File: config.mk
export PLATFORM = sky130hd
export DESIGN_NAME = vcom_uart_flow_bridge
export DESIGN_NICKNAME = d
export VERILOG_FILES = /design/src/vcom_bridge_pkg.sv /design/src/vcom_rx_buffer.sv /design/src/vcom_uart_flow_bridge.sv /design/src/vcom_uart_rx.sv
export SDC_FILE = /design/constraint.sdc
export NUM_CORES = 1
export LEC_CHECK = 0
export ABC_CLOCK_PERIOD_IN_PS = 4300
export BUFFER_PORTS_ARGS = -buffer_cell sky130_fd_sc_hd__buf_2
export CORE_ASPECT_RATIO = 1.2
export CORE_UTILIZATION = 55
export CTS_BUF_LIST = sky130_fd_sc_hd__clkbuf_4 sky130_fd_sc_hd__clkbuf_8 sky130_fd_sc_hd__clkbuf_16
export DETAILED_ROUTE_END_ITERATION = 16
export PLACE_DENSITY = 0.76
export SYNTH_ARGS = -nofsm -noshare
export SYNTH_HDL_FRONTEND = slang
export SYNTH_SLANG_ARGS = --single-unit
File: constraint.sdc
create_clock -name core_clk_in -period 4.3 [get_ports core_clk_in]
set_input_delay 0.86 -clock core_clk_in [delete_from_list [all_inputs] [get_ports core_clk_in]]
set_output_delay 0.86 -clock core_clk_in [all_outputs]
set_load 0.03 [all_outputs]
File: src/vcom_bridge_pkg.sv
package vcom_bridge_pkg;

  // clock and serial timing
  localparam int CLK_HZ = 20_000_000;
  localparam int BAUD_DEFAULT = 115_200;
  localparam int BAUD_MIN = 9_600;
  localparam int BAUD_MAX = 921_600;
  localparam int DIV_W = 12;
  // cycles per bit: nearest for the default, bounds from the rate limits
  localparam logic [DIV_W-1:0] DIV_DEFAULT = DIV_W'((CLK_HZ + BAUD_DEFAULT / 2) / BAUD_DEFAULT);
  localparam logic [DIV_W-1:0] DIV_MIN = DIV_W'(CLK_HZ / BAUD_MAX);
  localparam logic [DIV_W-1:0] DIV_MAX = DIV_W'(CLK_HZ / BAUD_MIN);
  localparam logic [DIV_W-1:0] DIV_ONE = 12'h001;
  localparam int DATA_BITS = 8;
  localparam logic [2:0] LAST_BIT = 3'h7;
  localparam int RX_DEPTH = 2;

  // register bus
  localparam int ADDR_W = 4;
  localparam logic [ADDR_W-1:0] CTRL_ADDR = 4'h0;
  localparam logic [ADDR_W-1:0] BAUD_ADDR = 4'h4;
  localparam logic [ADDR_W-1:0] STATUS_ADDR = 4'h8;
  localparam logic [ADDR_W-1:0] DATA_ADDR = 4'hc;

  // field positions
  localparam int MODE_POS = 0;
  localparam int DIV_POS = 0;
  localparam int ST_RX_AVAIL = 0;
  localparam int ST_TX_FREE = 1;
  localparam int ST_TX_BUSY = 2;
  localparam int ST_OVERRUN = 3;
  localparam int ST_FRAME_ERR = 4;
  localparam int ST_ENABLE = 5;
  localparam int ST_RTS = 6;
  localparam int ST_CTS = 7;
  localparam int DATA_VALID_POS = 8;

  // handshake modes, in field order: none, outgoing, incoming, both
  typedef enum logic [1:0] {
    HS_OFF,
    HS_OUT,
    HS_IN,
    HS_BOTH
  } hs_mode_e;

  localparam hs_mode_e MODE_RESET = HS_OFF;

endpackage : vcom_bridge_pkg

File: src/vcom_rx_buffer.sv
`timescale 1ns/1ps
module vcom_rx_buffer #(
  parameter int WIDTH = 8,
  parameter int DEPTH = 2
) (
  input wire logic core_clk_in,
  input wire logic srst_in,
  input wire logic in_valid_in,
  input wire logic [WIDTH-1:0] in_data_in,
  output logic in_ready_out,
  output logic out_valid_out,
  output logic [WIDTH-1:0] out_data_out,
  input wire logic out_ready_in
);

  localparam int AW = (DEPTH > 1) ? $clog2(DEPTH) : 1;
  localparam int CW = $clog2(DEPTH + 1);
  localparam logic [AW-1:0] LAST_IDX = AW'(DEPTH - 1);
  localparam logic [CW-1:0] FULL_CNT = CW'(DEPTH);

  typedef struct packed {
    logic [DEPTH-1:0][WIDTH-1:0] mem;
    logic [AW-1:0] wp;
    logic [AW-1:0] rp;
    logic [CW-1:0] cnt;
  } buf_s;

  buf_s st_reg;
  buf_s st_next;
  logic push;
  logic pop;

  assign in_ready_out = (st_reg.cnt != FULL_CNT);
  assign out_valid_out = (st_reg.cnt != '0);
  assign out_data_out = st_reg.mem[st_reg.rp];

  always_comb begin
    st_next = st_reg;
    push = in_valid_in && in_ready_out;
    pop = out_ready_in && out_valid_out;
    if (push) begin
      st_next.mem[st_reg.wp] = in_data_in;
      st_next.wp = (st_reg.wp == LAST_IDX) ? '0 : st_reg.wp + AW'(1);
    end
    if (pop) begin
      st_next.rp = (st_reg.rp == LAST_IDX) ? '0 : st_reg.rp + AW'(1);
    end
    if (push && !pop) begin
      st_next.cnt = st_reg.cnt + CW'(1);
    end else if (pop && !push) begin
      st_next.cnt = st_reg.cnt - CW'(1);
    end
  end

  always_ff @(posedge core_clk_in) begin
    if (srst_in) begin
      st_reg <= '0;
    end else begin
      st_reg <= st_next;
    end
  end

endmodule : vcom_rx_buffer

File: src/vcom_uart_flow_bridge.sv
// The register offsets and the address-and-strobe port were decided locally.
`timescale 1ns/1ps
module vcom_uart_flow_bridge
  import vcom_bridge_pkg::*;
(
  input wire logic core_clk_in,
  input wire logic srst_in,
  input wire logic [ADDR_W-1:0] addr_in,
  input wire logic [31:0] wdata_in,
  input wire logic wr_in,
  input wire logic rd_in,
  output logic [31:0] rdata_out,
  input wire logic rxd_in,
  output logic txd_out,
  input wire logic rts_n_in,
  output logic cts_n_out,
  output logic cts_oe_out,
  input wire logic enable_in
);

  typedef enum logic [1:0] {
    TX_IDLE,
    TX_START,
    TX_DATA,
    TX_STOP
  } tx_state_e;

  typedef struct packed {
    logic rxd_s1;
    logic rxd_s2;
    logic rts_s1;
    logic rts_s2;
    logic en_s1;
    logic en_s2;
    hs_mode_e mode;
    logic [DIV_W-1:0] div;
    tx_state_e tx_state;
    logic [DIV_W-1:0] tx_cnt;
    logic [2:0] tx_bit;
    logic [7:0] tx_shift;
    logic txd;
    logic hold_valid;
    logic [7:0] hold_data;
    logic cts_n;
    logic cts_oe;
    logic overrun;
    logic frame_err;
    logic [31:0] rdata;
  } top_s;

  top_s st_reg;
  top_s st_next;

  logic rx_valid;
  logic [7:0] rx_data;
  logic rx_ready;
  logic rx_frame_err;
  logic rx_overrun;
  logic buf_valid;
  logic [7:0] buf_data;
  logic buf_pop;
  logic out_fc;
  logic in_fc;
  logic rts_ok;
  logic [DIV_W-1:0] div_req;

  assign rdata_out = st_reg.rdata;
  assign txd_out = st_reg.txd;
  assign cts_n_out = st_reg.cts_n;
  assign cts_oe_out = st_reg.cts_oe;

  vcom_uart_rx u_rx (
    .core_clk_in(core_clk_in),
    .srst_in(srst_in),
    .rxd_in(st_reg.rxd_s2),
    .div_in(st_reg.div),
    .en_in(st_reg.en_s2),
    .out_valid_out(rx_valid),
    .out_data_out(rx_data),
    .out_ready_in(rx_ready),
    .frame_err_out(rx_frame_err),
    .overrun_out(rx_overrun)
  );

  // the receiver cannot pause a character in flight, so it keeps one byte of
  // its own while the buffer is full; that covers the clear-to-send latency
  vcom_rx_buffer #(
    .WIDTH(DATA_BITS),
    .DEPTH(RX_DEPTH)
  ) u_buf (
    .core_clk_in(core_clk_in),
    .srst_in(srst_in),
    .in_valid_in(rx_valid),
    .in_data_in(rx_data),
    .in_ready_out(rx_ready),
    .out_valid_out(buf_valid),
    .out_data_out(buf_data),
    .out_ready_in(buf_pop)
  );

  always_comb begin
    st_next = st_reg;
    buf_pop = 1'b0;
    div_req = wdata_in[DIV_POS +: DIV_W];
    out_fc = (st_reg.mode == HS_OUT) || (st_reg.mode == HS_BOTH);
    in_fc = (st_reg.mode == HS_IN) || (st_reg.mode == HS_BOTH);
    // with incoming control on, an undriven request line stalls sending
    rts_ok = !in_fc || !st_reg.rts_s2;

    st_next.rxd_s1 = rxd_in;
    st_next.rxd_s2 = st_reg.rxd_s1;
    st_next.rts_s1 = rts_n_in;
    st_next.rts_s2 = st_reg.rts_s1;
    st_next.en_s1 = enable_in;
    st_next.en_s2 = st_reg.en_s1;
    st_next.rdata = '0;

    if (wr_in) begin
      case (addr_in)
        CTRL_ADDR: begin
          st_next.mode = hs_mode_e'(wdata_in[MODE_POS +: 2]);
        end
        BAUD_ADDR: begin
          // out-of-range rates clamp to the nearest supported one
          if (div_req < DIV_MIN) begin
            st_next.div = DIV_MIN;
          end else if (div_req > DIV_MAX) begin
            st_next.div = DIV_MAX;
          end else begin
            st_next.div = div_req;
          end
        end
        STATUS_ADDR: begin
          if (wdata_in[ST_OVERRUN]) begin
            st_next.overrun = 1'b0;
          end
          if (wdata_in[ST_FRAME_ERR]) begin
            st_next.frame_err = 1'b0;
          end
        end
        DATA_ADDR: begin
          // a write while the holding byte is still pending is dropped
          if (!st_reg.hold_valid) begin
            st_next.hold_valid = 1'b1;
            st_next.hold_data = wdata_in[7:0];
          end
        end
        default: begin
        end
      endcase
    end

    if (rd_in) begin
      case (addr_in)
        CTRL_ADDR: begin
          st_next.rdata[MODE_POS +: 2] = st_reg.mode;
        end
        BAUD_ADDR: begin
          st_next.rdata[DIV_POS +: DIV_W] = st_reg.div;
        end
        STATUS_ADDR: begin
          st_next.rdata[ST_RX_AVAIL] = buf_valid;
          st_next.rdata[ST_TX_FREE] = !st_reg.hold_valid;
          st_next.rdata[ST_TX_BUSY] = (st_reg.tx_state != TX_IDLE);
          st_next.rdata[ST_OVERRUN] = st_reg.overrun;
          st_next.rdata[ST_FRAME_ERR] = st_reg.frame_err;
          st_next.rdata[ST_ENABLE] = st_reg.en_s2;
          st_next.rdata[ST_RTS] = !st_reg.rts_s2;
          st_next.rdata[ST_CTS] = st_reg.cts_oe && !st_reg.cts_n;
        end
        DATA_ADDR: begin
          // reading the data word pops the receive buffer
          st_next.rdata[7:0] = buf_data;
          st_next.rdata[DATA_VALID_POS] = buf_valid;
          buf_pop = buf_valid;
        end
        default: begin
        end
      endcase
    end

    // hardware set wins over a software clear in the same cycle
    if (rx_overrun) begin
      st_next.overrun = 1'b1;
    end
    if (rx_frame_err) begin
      st_next.frame_err = 1'b1;
    end

    // deasserted (high) while the buffer cannot take another byte
    st_next.cts_oe = out_fc;
    st_next.cts_n = !rx_ready;

    case (st_reg.tx_state)
      TX_IDLE: begin
        st_next.txd = 1'b1;
        // request line and enable are only looked at between characters
        if (st_reg.hold_valid && st_reg.en_s2 && rts_ok) begin
          st_next.hold_valid = 1'b0;
          st_next.tx_shift = st_reg.hold_data;
          st_next.tx_state = TX_START;
          st_next.tx_cnt = st_reg.div - DIV_ONE;
          st_next.txd = 1'b0;
        end
      end
      TX_START: begin
        if (st_reg.tx_cnt != '0) begin
          st_next.tx_cnt = st_reg.tx_cnt - DIV_ONE;
        end else begin
          st_next.tx_state = TX_DATA;
          st_next.tx_cnt = st_reg.div - DIV_ONE;
          st_next.tx_bit = '0;
          st_next.txd = st_reg.tx_shift[0];
          st_next.tx_shift = {1'b0, st_reg.tx_shift[7:1]};
        end
      end
      TX_DATA: begin
        if (st_reg.tx_cnt != '0) begin
          st_next.tx_cnt = st_reg.tx_cnt - DIV_ONE;
        end else begin
          st_next.tx_cnt = st_reg.div - DIV_ONE;
          if (st_reg.tx_bit == LAST_BIT) begin
            st_next.tx_state = TX_STOP;
            st_next.txd = 1'b1;
          end else begin
            st_next.tx_bit = st_reg.tx_bit + 3'h1;
            st_next.txd = st_reg.tx_shift[0];
            st_next.tx_shift = {1'b0, st_reg.tx_shift[7:1]};
          end
        end
      end
      TX_STOP: begin
        if (st_reg.tx_cnt != '0) begin
          st_next.tx_cnt = st_reg.tx_cnt - DIV_ONE;
        end else begin
          st_next.tx_state = TX_IDLE;
        end
      end
      default: begin
        st_next.tx_state = TX_IDLE;
        st_next.txd = 1'b1;
      end
    endcase
  end

  always_ff @(posedge core_clk_in) begin
    if (srst_in) begin
      st_reg <= '{rxd_s1: 1'b1, rxd_s2: 1'b1, rts_s1: 1'b1, rts_s2: 1'b1,
                  en_s1: 1'b0, en_s2: 1'b0,
                  mode: MODE_RESET, div: DIV_DEFAULT,
                  tx_state: TX_IDLE, tx_cnt: '0, tx_bit: '0, tx_shift: '0,
                  txd: 1'b1, hold_valid: 1'b0, hold_data: '0,
                  cts_n: 1'b1, cts_oe: 1'b0, overrun: 1'b0, frame_err: 1'b0,
                  rdata: '0};
    end else begin
      st_reg <= st_next;
    end
  end

endmodule : vcom_uart_flow_bridge

File: src/vcom_uart_rx.sv
`timescale 1ns/1ps
module vcom_uart_rx
  import vcom_bridge_pkg::*;
(
  input wire logic core_clk_in,
  input wire logic srst_in,
  input wire logic rxd_in,
  input wire logic [DIV_W-1:0] div_in,
  input wire logic en_in,
  output logic out_valid_out,
  output logic [7:0] out_data_out,
  input wire logic out_ready_in,
  output logic frame_err_out,
  output logic overrun_out
);

  typedef enum logic [1:0] {
    RX_IDLE,
    RX_START,
    RX_DATA,
    RX_STOP
  } rx_state_e;

  typedef struct packed {
    rx_state_e state;
    logic prev;
    logic [DIV_W-1:0] cnt;
    logic [2:0] bit_idx;
    logic [7:0] shift;
    logic valid;
    logic [7:0] data;
    logic frame_err;
    logic overrun;
  } rx_s;

  rx_s st_reg;
  rx_s st_next;

  assign out_valid_out = st_reg.valid;
  assign out_data_out = st_reg.data;
  assign frame_err_out = st_reg.frame_err;
  assign overrun_out = st_reg.overrun;

  always_comb begin
    st_next = st_reg;
    st_next.prev = rxd_in;
    st_next.frame_err = 1'b0;
    st_next.overrun = 1'b0;
    if (st_reg.valid && out_ready_in) begin
      st_next.valid = 1'b0;
    end
    case (st_reg.state)
      RX_IDLE: begin
        if (st_reg.prev && !rxd_in) begin
          st_next.state = RX_START;
          st_next.cnt = {1'b0, div_in[DIV_W-1:1]};
        end
      end
      RX_START: begin
        if (st_reg.cnt != '0) begin
          st_next.cnt = st_reg.cnt - DIV_ONE;
        end else if (rxd_in) begin
          // start bit gone at mid-bit: a glitch, not a character
          st_next.state = RX_IDLE;
        end else begin
          st_next.state = RX_DATA;
          st_next.cnt = div_in - DIV_ONE;
          st_next.bit_idx = '0;
        end
      end
      RX_DATA: begin
        if (st_reg.cnt != '0) begin
          st_next.cnt = st_reg.cnt - DIV_ONE;
        end else begin
          st_next.shift = {rxd_in, st_reg.shift[7:1]};
          st_next.cnt = div_in - DIV_ONE;
          st_next.bit_idx = st_reg.bit_idx + 3'h1;
          if (st_reg.bit_idx == LAST_BIT) begin
            st_next.state = RX_STOP;
          end
        end
      end
      RX_STOP: begin
        if (st_reg.cnt != '0) begin
          st_next.cnt = st_reg.cnt - DIV_ONE;
        end else begin
          st_next.state = RX_IDLE;
          if (!rxd_in) begin
            st_next.frame_err = 1'b1;
          end else if (en_in) begin
            if (st_next.valid) begin
              st_next.overrun = 1'b1;
            end else begin
              st_next.valid = 1'b1;
              st_next.data = st_reg.shift;
            end
          end
        end
      end
      default: begin
        st_next.state = RX_IDLE;
      end
    endcase
  end

  always_ff @(posedge core_clk_in) begin
    if (srst_in) begin
      st_reg <= '{state: RX_IDLE, prev: 1'b1, cnt: '0, bit_idx: '0, shift: '0,
                  valid: 1'b0, data: '0, frame_err: 1'b0, overrun: 1'b0};
    end else begin
      st_reg <= st_next;
    end
  end

endmodule : vcom_uart_rx
; ---- Word-level counts from Yosys, hierarchy flattened
; Cells that the tools add are included.
[totals]
ff_bits = 148
word_cells = 211
[op_classes]
addsub = 9
magnitude_cmp = 5
eq_ne = 30
n_mux = 67
bitwise_logic = 8
n_reduce_logical = 56
[ops]
columns = cell, n
row1 = 2-to-1 mux 12 bit, 10
row2 = one-hot mux 14 bit (4 select lines), 1
row3 = one-hot mux 12 bit (4 select lines), 1
row4 = 2-to-1 mux 11 bit, 4
row5 = 2-to-1 mux 8 bit, 5
row6 = 2-to-1 mux 9 bit, 4
row7 = "subtractor 12 x 1 -> 12 bit, second input constant", 3
row8 = 2-to-1 mux 2 bit, 14
row9 = one-hot mux 9 bit (3 select lines), 1
row10 = "inequality test 2 bit, second input constant", 12
row11 = nonzero test 12 bit, 2
row12 = nonzero test 2 bit, 11
row13 = AND reduction 5 bit, 4
row14 = one-hot mux 6 bit (3 select lines), 1
row15 = bitwise mux 16 bit, 1
row16 = one-hot mux 2 bit (4 select lines), 2
row17 = 2-to-1 mux 1 bit, 15
row18 = 2-to-1 mux 15 bit, 1
row19 = AND reduction 3 bit, 5
row20 = 2-to-1 mux 14 bit, 1
row21 = "equality test 2 bit, second input constant", 6
row22 = "greater-than comparator 12 bit, second input constant", 1
row23 = "less-than comparator 12 x 5 -> 1 bit, second input constant", 1
row24 = one-hot mux 3 bit (2 select lines), 2
row25 = 28 further kinds, 67

; ---- Longest topological paths before layout
; Gate-level depths: netlist of run 1.
[logic_depth]
word_depth = 8
ltp_mapped = 10
mapped_depth_nobuf = 8

; ---- By module
; A second synthesis of run 1 with hierarchy kept.
[hier_totals]
cells_unflattened = 828
hier_area_um2 = 7083.0
[by_module_without_submodules]
columns = mod, instances, cells_per_inst, area_per_inst_um2, seq_area_each_um2
row1 = vcom_uart_flow_bridge, 1, 423, 3661.0, 1421.4
row2 = vcom_uart_rx, 1, 303, 2461.1, 740.7
row3 = vcom_rx_buffer, 1, 102, 960.9, 400.4

; ---- Least setup slack after synthesis of run 1
; No wires, ideal clock.
[synth_timing]
path_kind = input to register
start = input addr_in[2]
end = register u_buf.st_reg[1] (netlist bit)
setup_time_ns = 0.070
arrival_time_ns = 2.526
t_required_ns = 4.230
path_slack_ns = 1.703
stages = 7
path_cell_list = clkbuf_1 and3_1 clkbuf_1 o211ai_1 ha_1 or3_1 a21oi_1
[synth_between]
elab_chain_cells = 7
word_cells_on_any_way = 9
classes_between = eq/ne: 1 / mux: 3 / reduce/logical: 5
[synth_lines]
columns = item, line
row1 = start: declaration, vcom_uart_flow_bridge.sv:8  ; input wire logic [ADDR_W-1:0] addr_in,
row2 = equality test 4 bit *, vcom_uart_flow_bridge.sv:154  ; case (addr_in)
row3 = 2-to-1 mux 1 bit *, vcom_uart_flow_bridge.sv:154
row4 = 2-to-1 mux 1 bit *, vcom_uart_flow_bridge.sv:153  ; if (rd_in) begin
row5 = logical AND 1 bit *, vcom_rx_buffer.sv:40  ; pop = out_ready_in && out_valid_out;
row6 = logical NOT 1 bit, vcom_rx_buffer.sv:48  ; if (push && !pop) begin
row7 = logical AND 1 bit, vcom_rx_buffer.sv:48
row8 = 2-to-1 mux 2 bit or nonzero test 2 bit (tied branches), -
row9 = end signal: assignment, vcom_rx_buffer.sv:59  ; st_reg <= st_next;
row10 = end: declaration, vcom_rx_buffer.sv:28  ; buf_s st_reg;
; Every way passes the cells marked *; elsewhere a longest branch is shown, timed or not.
; A chain may end at the register's enable or synchronous reset.

; ---- Final worst setup path of run 1
[layout_timing]
start = register st_reg[69] (netlist bit)
end = register st_reg[66] (netlist bit)
[layout_between]
elab_chain_cells = 3
word_cells_on_any_way = 8
classes_between = eq/ne: 5 / mux: 1 / reduce/logical: 2
[layout_lines]
columns = item, line
row1 = start: declaration, vcom_uart_flow_bridge.sv:51  ; top_s st_reg;
row2 = start signal: assignment, vcom_uart_flow_bridge.sv:248  ; st_reg <= '{rxd_s1: 1'b1, rxd_s2: 1'b1, rts_s1: 1'b1, rts_s2: 1'b1,
row3 = start signal: assignment, vcom_uart_flow_bridge.sv:256  ; st_reg <= st_next;
row4 = equality test 2 bit or logical NOT 2 bit (tied branches), vcom_uart_flow_bridge.sv:194  ; case (st_reg.tx_state)
row5 = inequality test 2 bit (no source line), -
row6 = AND reduction 2 bit (no source line), -
; Several ways; a longest one is shown, not always the timed one.

==> results of run 1 <==
[metal layers]
layer,wire [um],track usage (%),up-vias
li1,-,-,2701
met1,6560,30.5,2707
met2,8140,46.3,172
met3,784,6.16,44
met4,469,14.0,0
met5,0,0,-
[synthesized netlist by cell type, types with 10 or more instances]
library cell	count
o21ai_0	28
dfxtp_1	128
a211oi_1	10
clkbuf_1	33
ha_1	17
nor3_1	19
buf_4	34
xnor2_1	15
inv_1	26
nor2_1	95
nand3_1	30
mux2i_1	30
a22oi_1	23
nand2_1	71
a21oi_1	55
xor2_1	11
[where the power goes]
group	total [W]	switching [W]	internal, W
clock	0.00135	0.000540	0.000813
sequential	0.00134	0.0000762	0.00126
combinational	0.00117	0.000771	0.000400
[cell type report]
class,instances,area (um2),share of cell area (%)
Clock buffer,19,447,6.31
Tap cell,157,196,2.77
Inverter,26,97.6,1.38
Multi-Input combinational cell,564,3470,49.0
Timing Repair Buffer,38,195,2.76
Clock inverter,12,114,1.61
Sequential cell,128,2560,36.2
[through the flow]
step | instances | hold WS [ps] | setup slack (ps) | total power, W | util [%]
after floorplan | 794 | 389 | 1700 | 0.00232 | -
after global placement | 913 | 391 | 1280 | 0.00246 | 56.4
after detailed placement | 913 | 396 | 1100 | 0.00250 | 56.4
after CTS | 944 | 407 | 1070 | 0.00386 | 61.2
after global routing | 944 | 420 | 838 | 0.00406 | 61.2
final | 944 | 406 | 1050 | 0.00386 | 61.2
[worst reg2reg max path: cells and delay by family, from the launching register on]
kind / cells / cell delay, ps
compound gates: 5 / 2220
flops: 1 / 380
fa+ha+maj: 1 / 320
buf+inv: 2 / 270
[final timing paths]
check / startpoint / endpoint / slack [ps]
hold reg to reg: st_next[87] / st_reg[87] / 410
setup reg to reg: st_reg[69] / st_reg[66] / 1050
hold / removal: st_next[87] / st_reg[87] / 410
setup / recovery: st_reg[69] / st_reg[66] / 1050
[cells by family (layout without fill, tap and decap cells)]
logic type / count (synthesis) / after routing / synth area share [%]
AND/OR/NAND/NOR: 282 / 282 / 20.5
AO/OA/AOI/OAI: 179 / 179 / 18.4
flip-flops: 128 / 128 / 39.3
buffers and inverters: 102 / 95 / 8.60
multiplexers: 40 / 40 / 6.39
XOR/XNOR: 26 / 26 / 3.49
adder cells (fa/ha/maj): 17 / 17 / 3.26
other: 1 / 20 / 0.0575
==> flow_metrics.py, run 1 <==
metrics = {
    "outcome": {
        "outcome": "complete, no violations",
    },
    "clocking": {
        "clkLatencyLatePin_ps": 430,
        "ctsHoldBuffers": 0,
        "path_clk_slew_ps": 60,
        "cts_setup_buffers": 0,
        "cts.sinks": 128,
        "post_cts_resize_count": 0,
        "cts_tree": "built",
        "cts-root-buf": "clkbuf_16",
        "clockBufferDepth": 2,
        "cts_made_buffers": 17,
        "h-tree-depth": 4,
    },
    "final_layout": {
        "final_cell_area_um2": 7080,
        "largest_reg_flops": 53,
        "fillerInstances": 993,
        "layout_commonest_cell": "dfxtp_1",
        "antenna_cells": 0,
        "layout.nets": 835,
        "drive_gt1_share_pct": 12.8,
        "area.growth.synth_to_final_pct": 8.60,
        "final_cell_mix": "dfxtp_1, nor2_1, nand2_1",
    },
    "grt": {
        "grt_remaining_overflow": 0,
        "antenna_found_initial": 0,
        "grt_start_max_net_pins": 85,
        "track_usage_pct": 26.8,
        "grt_first_pass_wirelength_mm": 25.6,
        "grt_pass1_vias": 5450,
    },
    "yosys": {
        "async_flop_share_pct": 0,
        "ys_types": 76,
        "ys_seq_area_share_pct": 39.3,
        "ys_ff_latch": 128,
        "synth_edf_count": 0,
        "yosysTopAreaCell": "dfxtp_1",
        "yosysWarnings": 0,
        "synth.area.top_cells": "dfxtp_1, nor2_1, mux2i_1, a21oi_1, nand2_1",
        "synth_area_um2": 6520,
        "avgSynthCellArea_um2": 8.41,
        "synth_top_area_share_pct": 39.3,
        "netlist_instances": 775,
        "synth_top_flop_cell": "dfxtp_1",
    },
    "sta": {
        "worst_pin_slew_ps": 1320,
        "finalHoldViolCount": 0,
        "fin_crit_sh_pct": 75.7,
        "slew_headroom_pct": 11.7,
        "period_needed_ps": 3250,
        "tns_ps": 0,
        "grt_setup_unrepaired": "no",
        "finalSetupViolations": 0,
        "max_freq_mhz": 307,
        "skew_ps": 7.61,
        "slew_violations": 0,
    },
    "setup_path": {
        "cp-start-kind": "flop",
        "cp.required_ps": 4640,
        "ff2ff_path_depth": 8,
        "worstSetupPathType": "reg -> reg",
        "critPathMaxFanout": 21,
        "crit_chain": "inv_1 > ha_1 > inv_1 > a31oi_1 > a21oi_1 > o41ai_1 > o41a_1 > a21oi_1",
        "end_kind": "flop",
        "slowest_stage": "a21oi_1",
        "cp_slowest_stage_delay_ps": 1090,
        "arrival_ps": 3590,
        "crit_cells": 8,
        "path_buf_inv": 2,
        "critical-path-top-delay-family": "compound AO/OA/AOI/OAI gates",
    },
    "floorplan": {
        "ios": 78,
        "fp.dieArea_um2": 12300,
        "num_rows": 43,
        "fp.dieH_um": 121,
        "core_um2": 11600,
        "fp.dieW_um": 101,
        "initial_core_util_pct": 56.4,
    },
    "power_and_ir_drop": {
        "leakagePower_nw": 2.87,
        "vdd_drop_max_uv": 323,
        "powerDensity_nw_per_um2": 546,
    },
    "place": {
        "io_buffers": 37,
        "placed_cell_area_um2": 6520,
        "gp_congestion": 0.920,
        "hpwl_mm": 11.0,
    },
    "routing": {
        "wl_mm": 15.9,
        "first_pass_iters": 5,
        "routedWlPerCell_um": 16.9,
        "vias_per_cell": 5.96,
        "ant_nets": 0,
        "drc": 0,
        "drt-initial-drc-count": 466,
        "vias": 5624,
    },
    "hold_path": {
        "hold_path_depth": 1,
        "hold_class": "reg -> reg",
    },
    "run": {
        "maxCapViolCount": 0,
    },
}
(Power assumes the default switching activity.)
==> run 2, diff against run 1 <==
--- a/config.mk
+++ b/config.mk
@@ -5,7 +5,8 @@
 export SDC_FILE = /design/constraint.sdc
 export NUM_CORES = 1
 export LEC_CHECK = 0
-export ABC_CLOCK_PERIOD_IN_PS = 4300
+export ABC_AREA = 1
+export ABC_CLOCK_PERIOD_IN_PS = 3200
 export BUFFER_PORTS_ARGS = -buffer_cell sky130_fd_sc_hd__buf_2
 export CORE_ASPECT_RATIO = 1.2
 export CORE_UTILIZATION = 55
==> constraint.sdc (replaced) <==
create_clock -name core_clk_in -period 3.2 [get_ports core_clk_in]
set_input_delay 0.64 -clock core_clk_in [delete_from_list [all_inputs] [get_ports core_clk_in]]
set_output_delay 0.64 -clock core_clk_in [all_outputs]
set_load 0.03 [all_outputs]
==> run 2 against run 1 <==
Cell area up 3.6%. Power up 46%. Flip-flop and latch count unchanged. Clock power up 33%. Largest power group is now combinational cells. Highest routed layer unchanged.
==> flow_metrics.py, run 2 <==
metrics = {
    "outcome": {
        "outcome": "complete, no violations",
    },
    "hold_path": {
        "hold_class": "in -> reg",
    },
    "setup_path": {
        "crit_path_frequent_cell": "inv_1",
        "crit_chain": "inv_1 > ha_1 > inv_1 > a21oi_1 > inv_1 > nand2_4 > inv_1 > o21ai_1 > nand2_1 > a21oi_1",
        "critPathMaxFanout": 17,
        "worstSetupPathType": "reg -> reg",
        "cp_slowest_stage_delay_ps": 380,
        "slowest_stage": "ha_1",
        "cp-start-kind": "flop",
        "critical-path-top-delay-family": "buffers and inverters",
        "path_buf_inv": 4,
        "cp.required_ps": 3550,
        "arrival_ps": 2630,
        "end_kind": "flop",
    },
    "final_layout": {
        "layout.nets": 1026,
        "largest_reg_flops": 53,
        "final_util_pct": 62.8,
        "drive_gt1_share_pct": 11.1,
        "regArea_um2": 2560,
        "layout_commonest_cell": "nand2_1",
        "area.growth.synth_to_final_pct": 9.94,
        "multi_input_area_um2": 3350,
        "final_cell_mix": "nand2_1, dfxtp_1, inv_1",
        "antenna_cells": 0,
        "fillerInstances": 1096,
    },
    "yosys": {
        "yosysMostFrequentCell": "nand2_1",
        "synthTopCellsByCount": "nand2_1, dfxtp_1, inv_1, a21oi_1, o21ai_0",
        "synth_top_area_share_pct": 38.4,
        "async_flop_share_pct": 0,
        "yosysWarnings": 0,
        "ys_seq_area_share_pct": 38.4,
        "yosysTopAreaCell": "dfxtp_1",
        "netlist_instances": 947,
        "synth_edf_count": 0,
        "ys_types": 43,
        "synth_area_um2": 6670,
        "avgSynthCellArea_um2": 7.05,
        "synth_top_flop_cell": "dfxtp_1",
        "ys_ff_latch": 128,
        "synth.area.top_cells": "dfxtp_1, nand2_1, a21oi_1, o21ai_0, inv_1",
    },
    "routing": {
        "routedWlPerCell_um": 13.4,
        "drt-initial-drc-count": 321,
        "drc": 0,
        "first_pass_iters": 5,
        "vias_per_cell": 5.22,
        "vias": 5932,
        "ant_nets": 0,
        "wl_mm": 15.2,
    },
    "sta": {
        "tns_ps": 0,
        "slew_violations": 0,
        "skew_ps": 7.98,
        "finalSetupViolations": 0,
        "worst_pin_slew_ps": 862,
        "max_freq_mhz": 439,
        "fin_crit_sh_pct": 71.2,
        "finalHoldViolCount": 0,
        "slew_headroom_pct": 42.3,
        "grt_setup_unrepaired": "no",
        "period_needed_ps": 2280,
    },
    "clocking": {
        "cts.sinks": 128,
        "cts-root-buf": "clkbuf_16",
        "cts_setup_buffers": 0,
        "cts_made_buffers": 17,
        "post_cts_resize_count": 0,
        "clockBufferDepth": 2,
        "clkLatencyLatePin_ps": 420,
        "cts_tree": "built",
        "ctsHoldBuffers": 0,
        "h-tree-depth": 4,
        "path_clk_slew_ps": 60,
    },
    "floorplan": {
        "core_um2": 11700,
        "fp.dieArea_um2": 12600,
        "initial_core_util_pct": 57.2,
        "num_rows": 43,
        "fp.dieH_um": 123,
        "ios": 78,
        "fp.dieW_um": 103,
    },
    "grt": {
        "met1_usage_pct": 30.7,
        "grt_start_max_net_pins": 56,
        "grt_first_pass_wirelength_mm": 24.8,
        "grt_remaining_overflow": 0,
        "antenna_found_initial": 0,
        "track_usage_pct": 25.6,
        "grt_pass1_vias": 5410,
        "grt.busiest_layer": "met2",
        "use_met2_pct": 44.1,
        "grtUsageMet3_pct": 5.13,
    },
    "place": {
        "io_buffers": 37,
        "gp_congestion": 0.904,
        "hpwl_mm": 10.8,
    },
    "power_and_ir_drop": {
        "powerDensity_nw_per_um2": 767,
        "leakagePower_nw": 3.15,
        "vdd_drop_max_uv": 449,
    },
    "run": {
        "maxCapViolCount": 0,
    },
}
==> run 2: changes by cell type after synthesis, moves of 9 or more <==
| cell | before | now |
|---|---|---|
| a211oi_1 | 10 | 0 |
| a21oi_1 | 55 | 97 |
| a22oi_1 | 23 | 0 |
| clkbuf_1 | 33 | 13 |
| inv_1 | 26 | 116 |
| mux2_2 | 9 | 0 |
| mux2i_1 | 30 | 0 |
| nand2_1 | 71 | 181 |
| nand3_1 | 30 | 54 |
| nor2_1 | 95 | 86 |
| o21ai_0 | 28 | 91 |
==> run 2: per-layer routing <==
layer	share of wire [%]	routed length, um
met5	0	0
met3	3.8	571
met1	44	6740
met4	1.9	283
met2	50	7580
==> run 2: report_power, final <==
part	switching (W)	internal, W	leakage [nW]
combinational	0.00130	0.000653	1.84
clock	0.000709	0.00109	0.273
sequential	0.000126	0.00174	1.04
total	0.00214	0.00349	3.15
==> run 2: layout make-up <==
cell class                 count  share of cell area [%]
clock inverter                13                    1.54
timing repair buffer          41                    3.10
sequential                   128                    34.9
inverter                     118                    6.04
multi-input combinational    660                    45.6
tap                          157                    2.68
clock buffer                  19                    6.09
==> run 2: cells by family (layout without fill, tap and decap cells) <==
family	after synthesis	count (layout)	share of synthesized area, %
and+or+nand+nor	375	375	25.1
AOI/OAI and AO/OA	228	228	18.2
buffers and inverters	178	191	12.5
DFF	128	128	38.4
xor gates and xnor gates	20	20	2.63
adders and majority gates	17	17	3.19
other	1	20	0.0562
==> run 2: worst paths after layout <==
kind                                       from               to  slack, ps  depth (start not counted)
worst max register to register  u_rx.st_reg[35]  u_rx.st_reg[29]        920                         10
worst max-delay path            u_rx.st_reg[35]  u_rx.st_reg[29]        920                         10
worst min-delay path                   rts_n_in      st_next[87]        400                          2
worst min register to register      st_next[85]       st_reg[85]        410                          2
==> run 2: through the flow <==
step / area [um2] / power, W / cells / setup WS [ps] / hold WS (ps)
after CTS: 7340 / 0.00564 / 1136 / 943 / 396
after detailed placement: 6780 / 0.00383 / 1104 / 762 / 398
after global routing: 7340 / 0.00600 / 1136 / 719 / 402
after floorplan: 6740 / 0.00350 / 966 / 942 / 388
after global placement: 6780 / 0.00380 / 1104 / 843 / 390
final: 7340 / 0.00563 / 1136 / 921 / 399
==> run 3, diff against run 2 <==
--- a/config.mk
+++ b/config.mk
@@ -6,10 +6,10 @@
 export NUM_CORES = 1
 export LEC_CHECK = 0
 export ABC_AREA = 1
-export ABC_CLOCK_PERIOD_IN_PS = 3200
+export ABC_CLOCK_PERIOD_IN_PS = 2000
 export BUFFER_PORTS_ARGS = -buffer_cell sky130_fd_sc_hd__buf_2
 export CORE_ASPECT_RATIO = 1.2
-export CORE_UTILIZATION = 55
+export CORE_UTILIZATION = 53
 export CTS_BUF_LIST = sky130_fd_sc_hd__clkbuf_4 sky130_fd_sc_hd__clkbuf_8 sky130_fd_sc_hd__clkbuf_16
 export DETAILED_ROUTE_END_ITERATION = 16
 export PLACE_DENSITY = 0.76
==> constraint.sdc (replaced) <==
create_clock -name core_clk_in -period 2 [get_ports core_clk_in]
set_input_delay 0.4 -clock core_clk_in [delete_from_list [all_inputs] [get_ports core_clk_in]]
set_output_delay 0.4 -clock core_clk_in [all_outputs]
set_load 0.03 [all_outputs]
==> run 3 against run 2 <==
Count of clock-buffer cells in the layout decreased by 1. Cell count increased by 2.1%. Largest power group is now the clock network. Core utilization decreased by 0.71 points. First-iteration DRC count increased by 22%. Die area up 3.7%. Sequential power is 60% higher. Combinational power up 67%.
==> flow_metrics.py, run 3 (synthesized netlist as in run 2, its figures left out) <==
metrics = {
    "clocking": {
        "clkLatencyLatePin_ps": 430,
        "h-tree-depth": 4,
        "path_clk_slew_ps": 60,
        "cts_made_buffers": 17,
        "cts-root-buf": "clkbuf_16",
        "cts_tree": "built",
        "clockBufferDepth": 2,
        "cts.sinks": 128,
        "post_cts_resize_count": 0,
    },
    "floorplan": {
        "core_um2": 12200,
        "fp.dieW_um": 104,
        "fp.dieH_um": 125,
        "num_rows": 44,
        "fp.dieArea_um2": 13000,
        "initial_core_util_pct": 54.8,
        "ios": 78,
    },
    "setup_path": {
        "reg2reg_slack_ps": 220,
        "end_kind": "flop",
        "critPathMaxFanout": 9,
        "cp-start-kind": "flop",
        "cp.required_ps": 2320,
        "worstSetupPathType": "reg -> reg",
        "arrival_ps": 2100,
    },
    "grt": {
        "track_usage_pct": 25.8,
        "grt_pass1_vias": 5808,
        "grt_start_max_net_pins": 39,
        "antenna_found_initial": 0,
        "grt_first_pass_wirelength_mm": 27.0,
        "grt_remaining_overflow": 0,
    },
    "final_layout": {
        "layout_commonest_cell": "nand2_1",
        "layout.nets": 1046,
        "final_cell_area_um2": 7560,
        "final_util_pct": 62.1,
        "largest_reg_flops": 53,
        "area.growth.synth_to_final_pct": 13.3,
        "drive_gt1_share_pct": 12.9,
        "fin_cells": 1160,
        "final_cell_mix": "nand2_1, dfxtp_1, inv_1",
        "antenna_cells": 0,
    },
    "hold_path": {
        "hold_class": "in -> reg",
    },
    "sta": {
        "fin_crit_sh_pct": 89.2,
        "slew_headroom_pct": 66.6,
        "period_needed_ps": 1780,
        "slew_violations": 0,
        "tns_ps": 0,
        "max_freq_mhz": 561,
        "finalHoldViolCount": 0,
        "worst_pin_slew_ps": 499,
        "skew_ps": 6.85,
        "finalSetupViolations": 0,
        "grt_setup_unrepaired": "no",
        "setup_ws_ps": 216,
    },
    "power_and_ir_drop": {
        "vdd_drop_max_uv": 669,
        "swShare_pct": 37.0,
        "clkPwrFrac_pct": 34.8,
        "seqPwrFrac_pct": 31.1,
        "leakagePower_nw": 3.28,
        "power.net_switching_w": 0.00356,
        "powerDensity_nw_per_um2": 1270,
        "p_int_w": 0.00606,
        "pwr-share-comb_pct": 34.1,
    },
    "place": {
        "io_buffers": 37,
        "gp_congestion": 0.920,
        "place_inst": 1126,
        "placed_cell_area_um2": 6910,
        "pre_cts_ws_ps": 33.6,
        "hpwl_mm": 11.5,
    },
    "routing": {
        "drc": 0,
        "vias_per_cell": 5.24,
        "wl_mm": 16.1,
        "ant_nets": 0,
        "routedWlPerCell_um": 13.9,
        "drt-initial-drc-count": 392,
        "first_pass_iters": 5,
        "vias": 6073,
    },
    "run": {
        "maxCapViolCount": 0,
    },
    "outcome": {
        "outcome": "complete, no violations",
    },
}
==> run 3: changes by cell type in the layout (fill, tap and decap cells not counted), sizes merged <==
| cell | change |
|---|---|
| buf | +20 |
| clkbuf | -1 |
| inv | +2 |
| clkinv | -3 |
| clkinvlp | -1 |
| bufinv | +3 |
==> run 3: metrics by stage <==
| step | hold slack [ps] | power, W |
|---|---|---|
| 3_5_place_dp | 396 | 0.00624 |
| 5_1_grt | 156 | 0.0102 |
| 3_3_place_gp | 391 | 0.00618 |
| 4_1_cts | 145 | 0.00959 |
| 2_1_floorplan | 388 | 0.00560 |
| 6_report | 149 | 0.00962 |
==> run 3: cell type report <==
cell class / instances / area, um2
clock buffer: 18 / 433
multi-input combinational: 660 / 3350
sequential: 128 / 2560
tap: 161 / 201
inverter: 118 / 443
clock inverter: 14 / 204
fill: 1093 / 4610
timing repair buffer: 61 / 365
==> run 3: metal layers <==
metal  track usage, %  routed length, um  vias up
met5                0                  0        -
met2             45.1               7970      156
li1                 -                  -     3110
met3             4.66                668       39
met1             30.5               7060     2768
met4             12.0                404        0
==> run 3: path summary, 6_finish.rpt <==
path	start	to	cells after the start
min	rts_n_in	st_next[87]	2
max reg2reg	st_reg[57]	st_reg[65]	11
min reg2reg	st_next[85]	st_reg[85]	2
max	st_reg[57]	st_reg[65]	11
==> run 3: worst max-delay path: stages (launching register included) <==
cell	delay, ps
dfxtp_1	300
inv_1	100
ha_1	240
nand2_2	110
nor2_4	190
nand3_4	120
nand2_4	110
nand2_2	140
nand2_1	160
nand2_1	70
nand2_1	70
a21oi_1	50
==> run 3: repair_timing <==
action | CTS | global route
hold buffers | 0 | 0
buffers inserted | 0 | 2
endpoints found under the setup margin | 0 | 2
endpoints found under the hold margin | 0 | 0
==> run 3: power groups by stage <==
stage	clock (W)	combinational, W	sequential [W]
after floorplan	0	0.00260	0.00300
after global placement	0	0.00315	0.00303
after detailed placement	0	0.00320	0.00304
after CTS	0.00338	0.00322	0.00299
after global routing	0.00348	0.00370	0.00302
final	0.00335	0.00328	0.00299
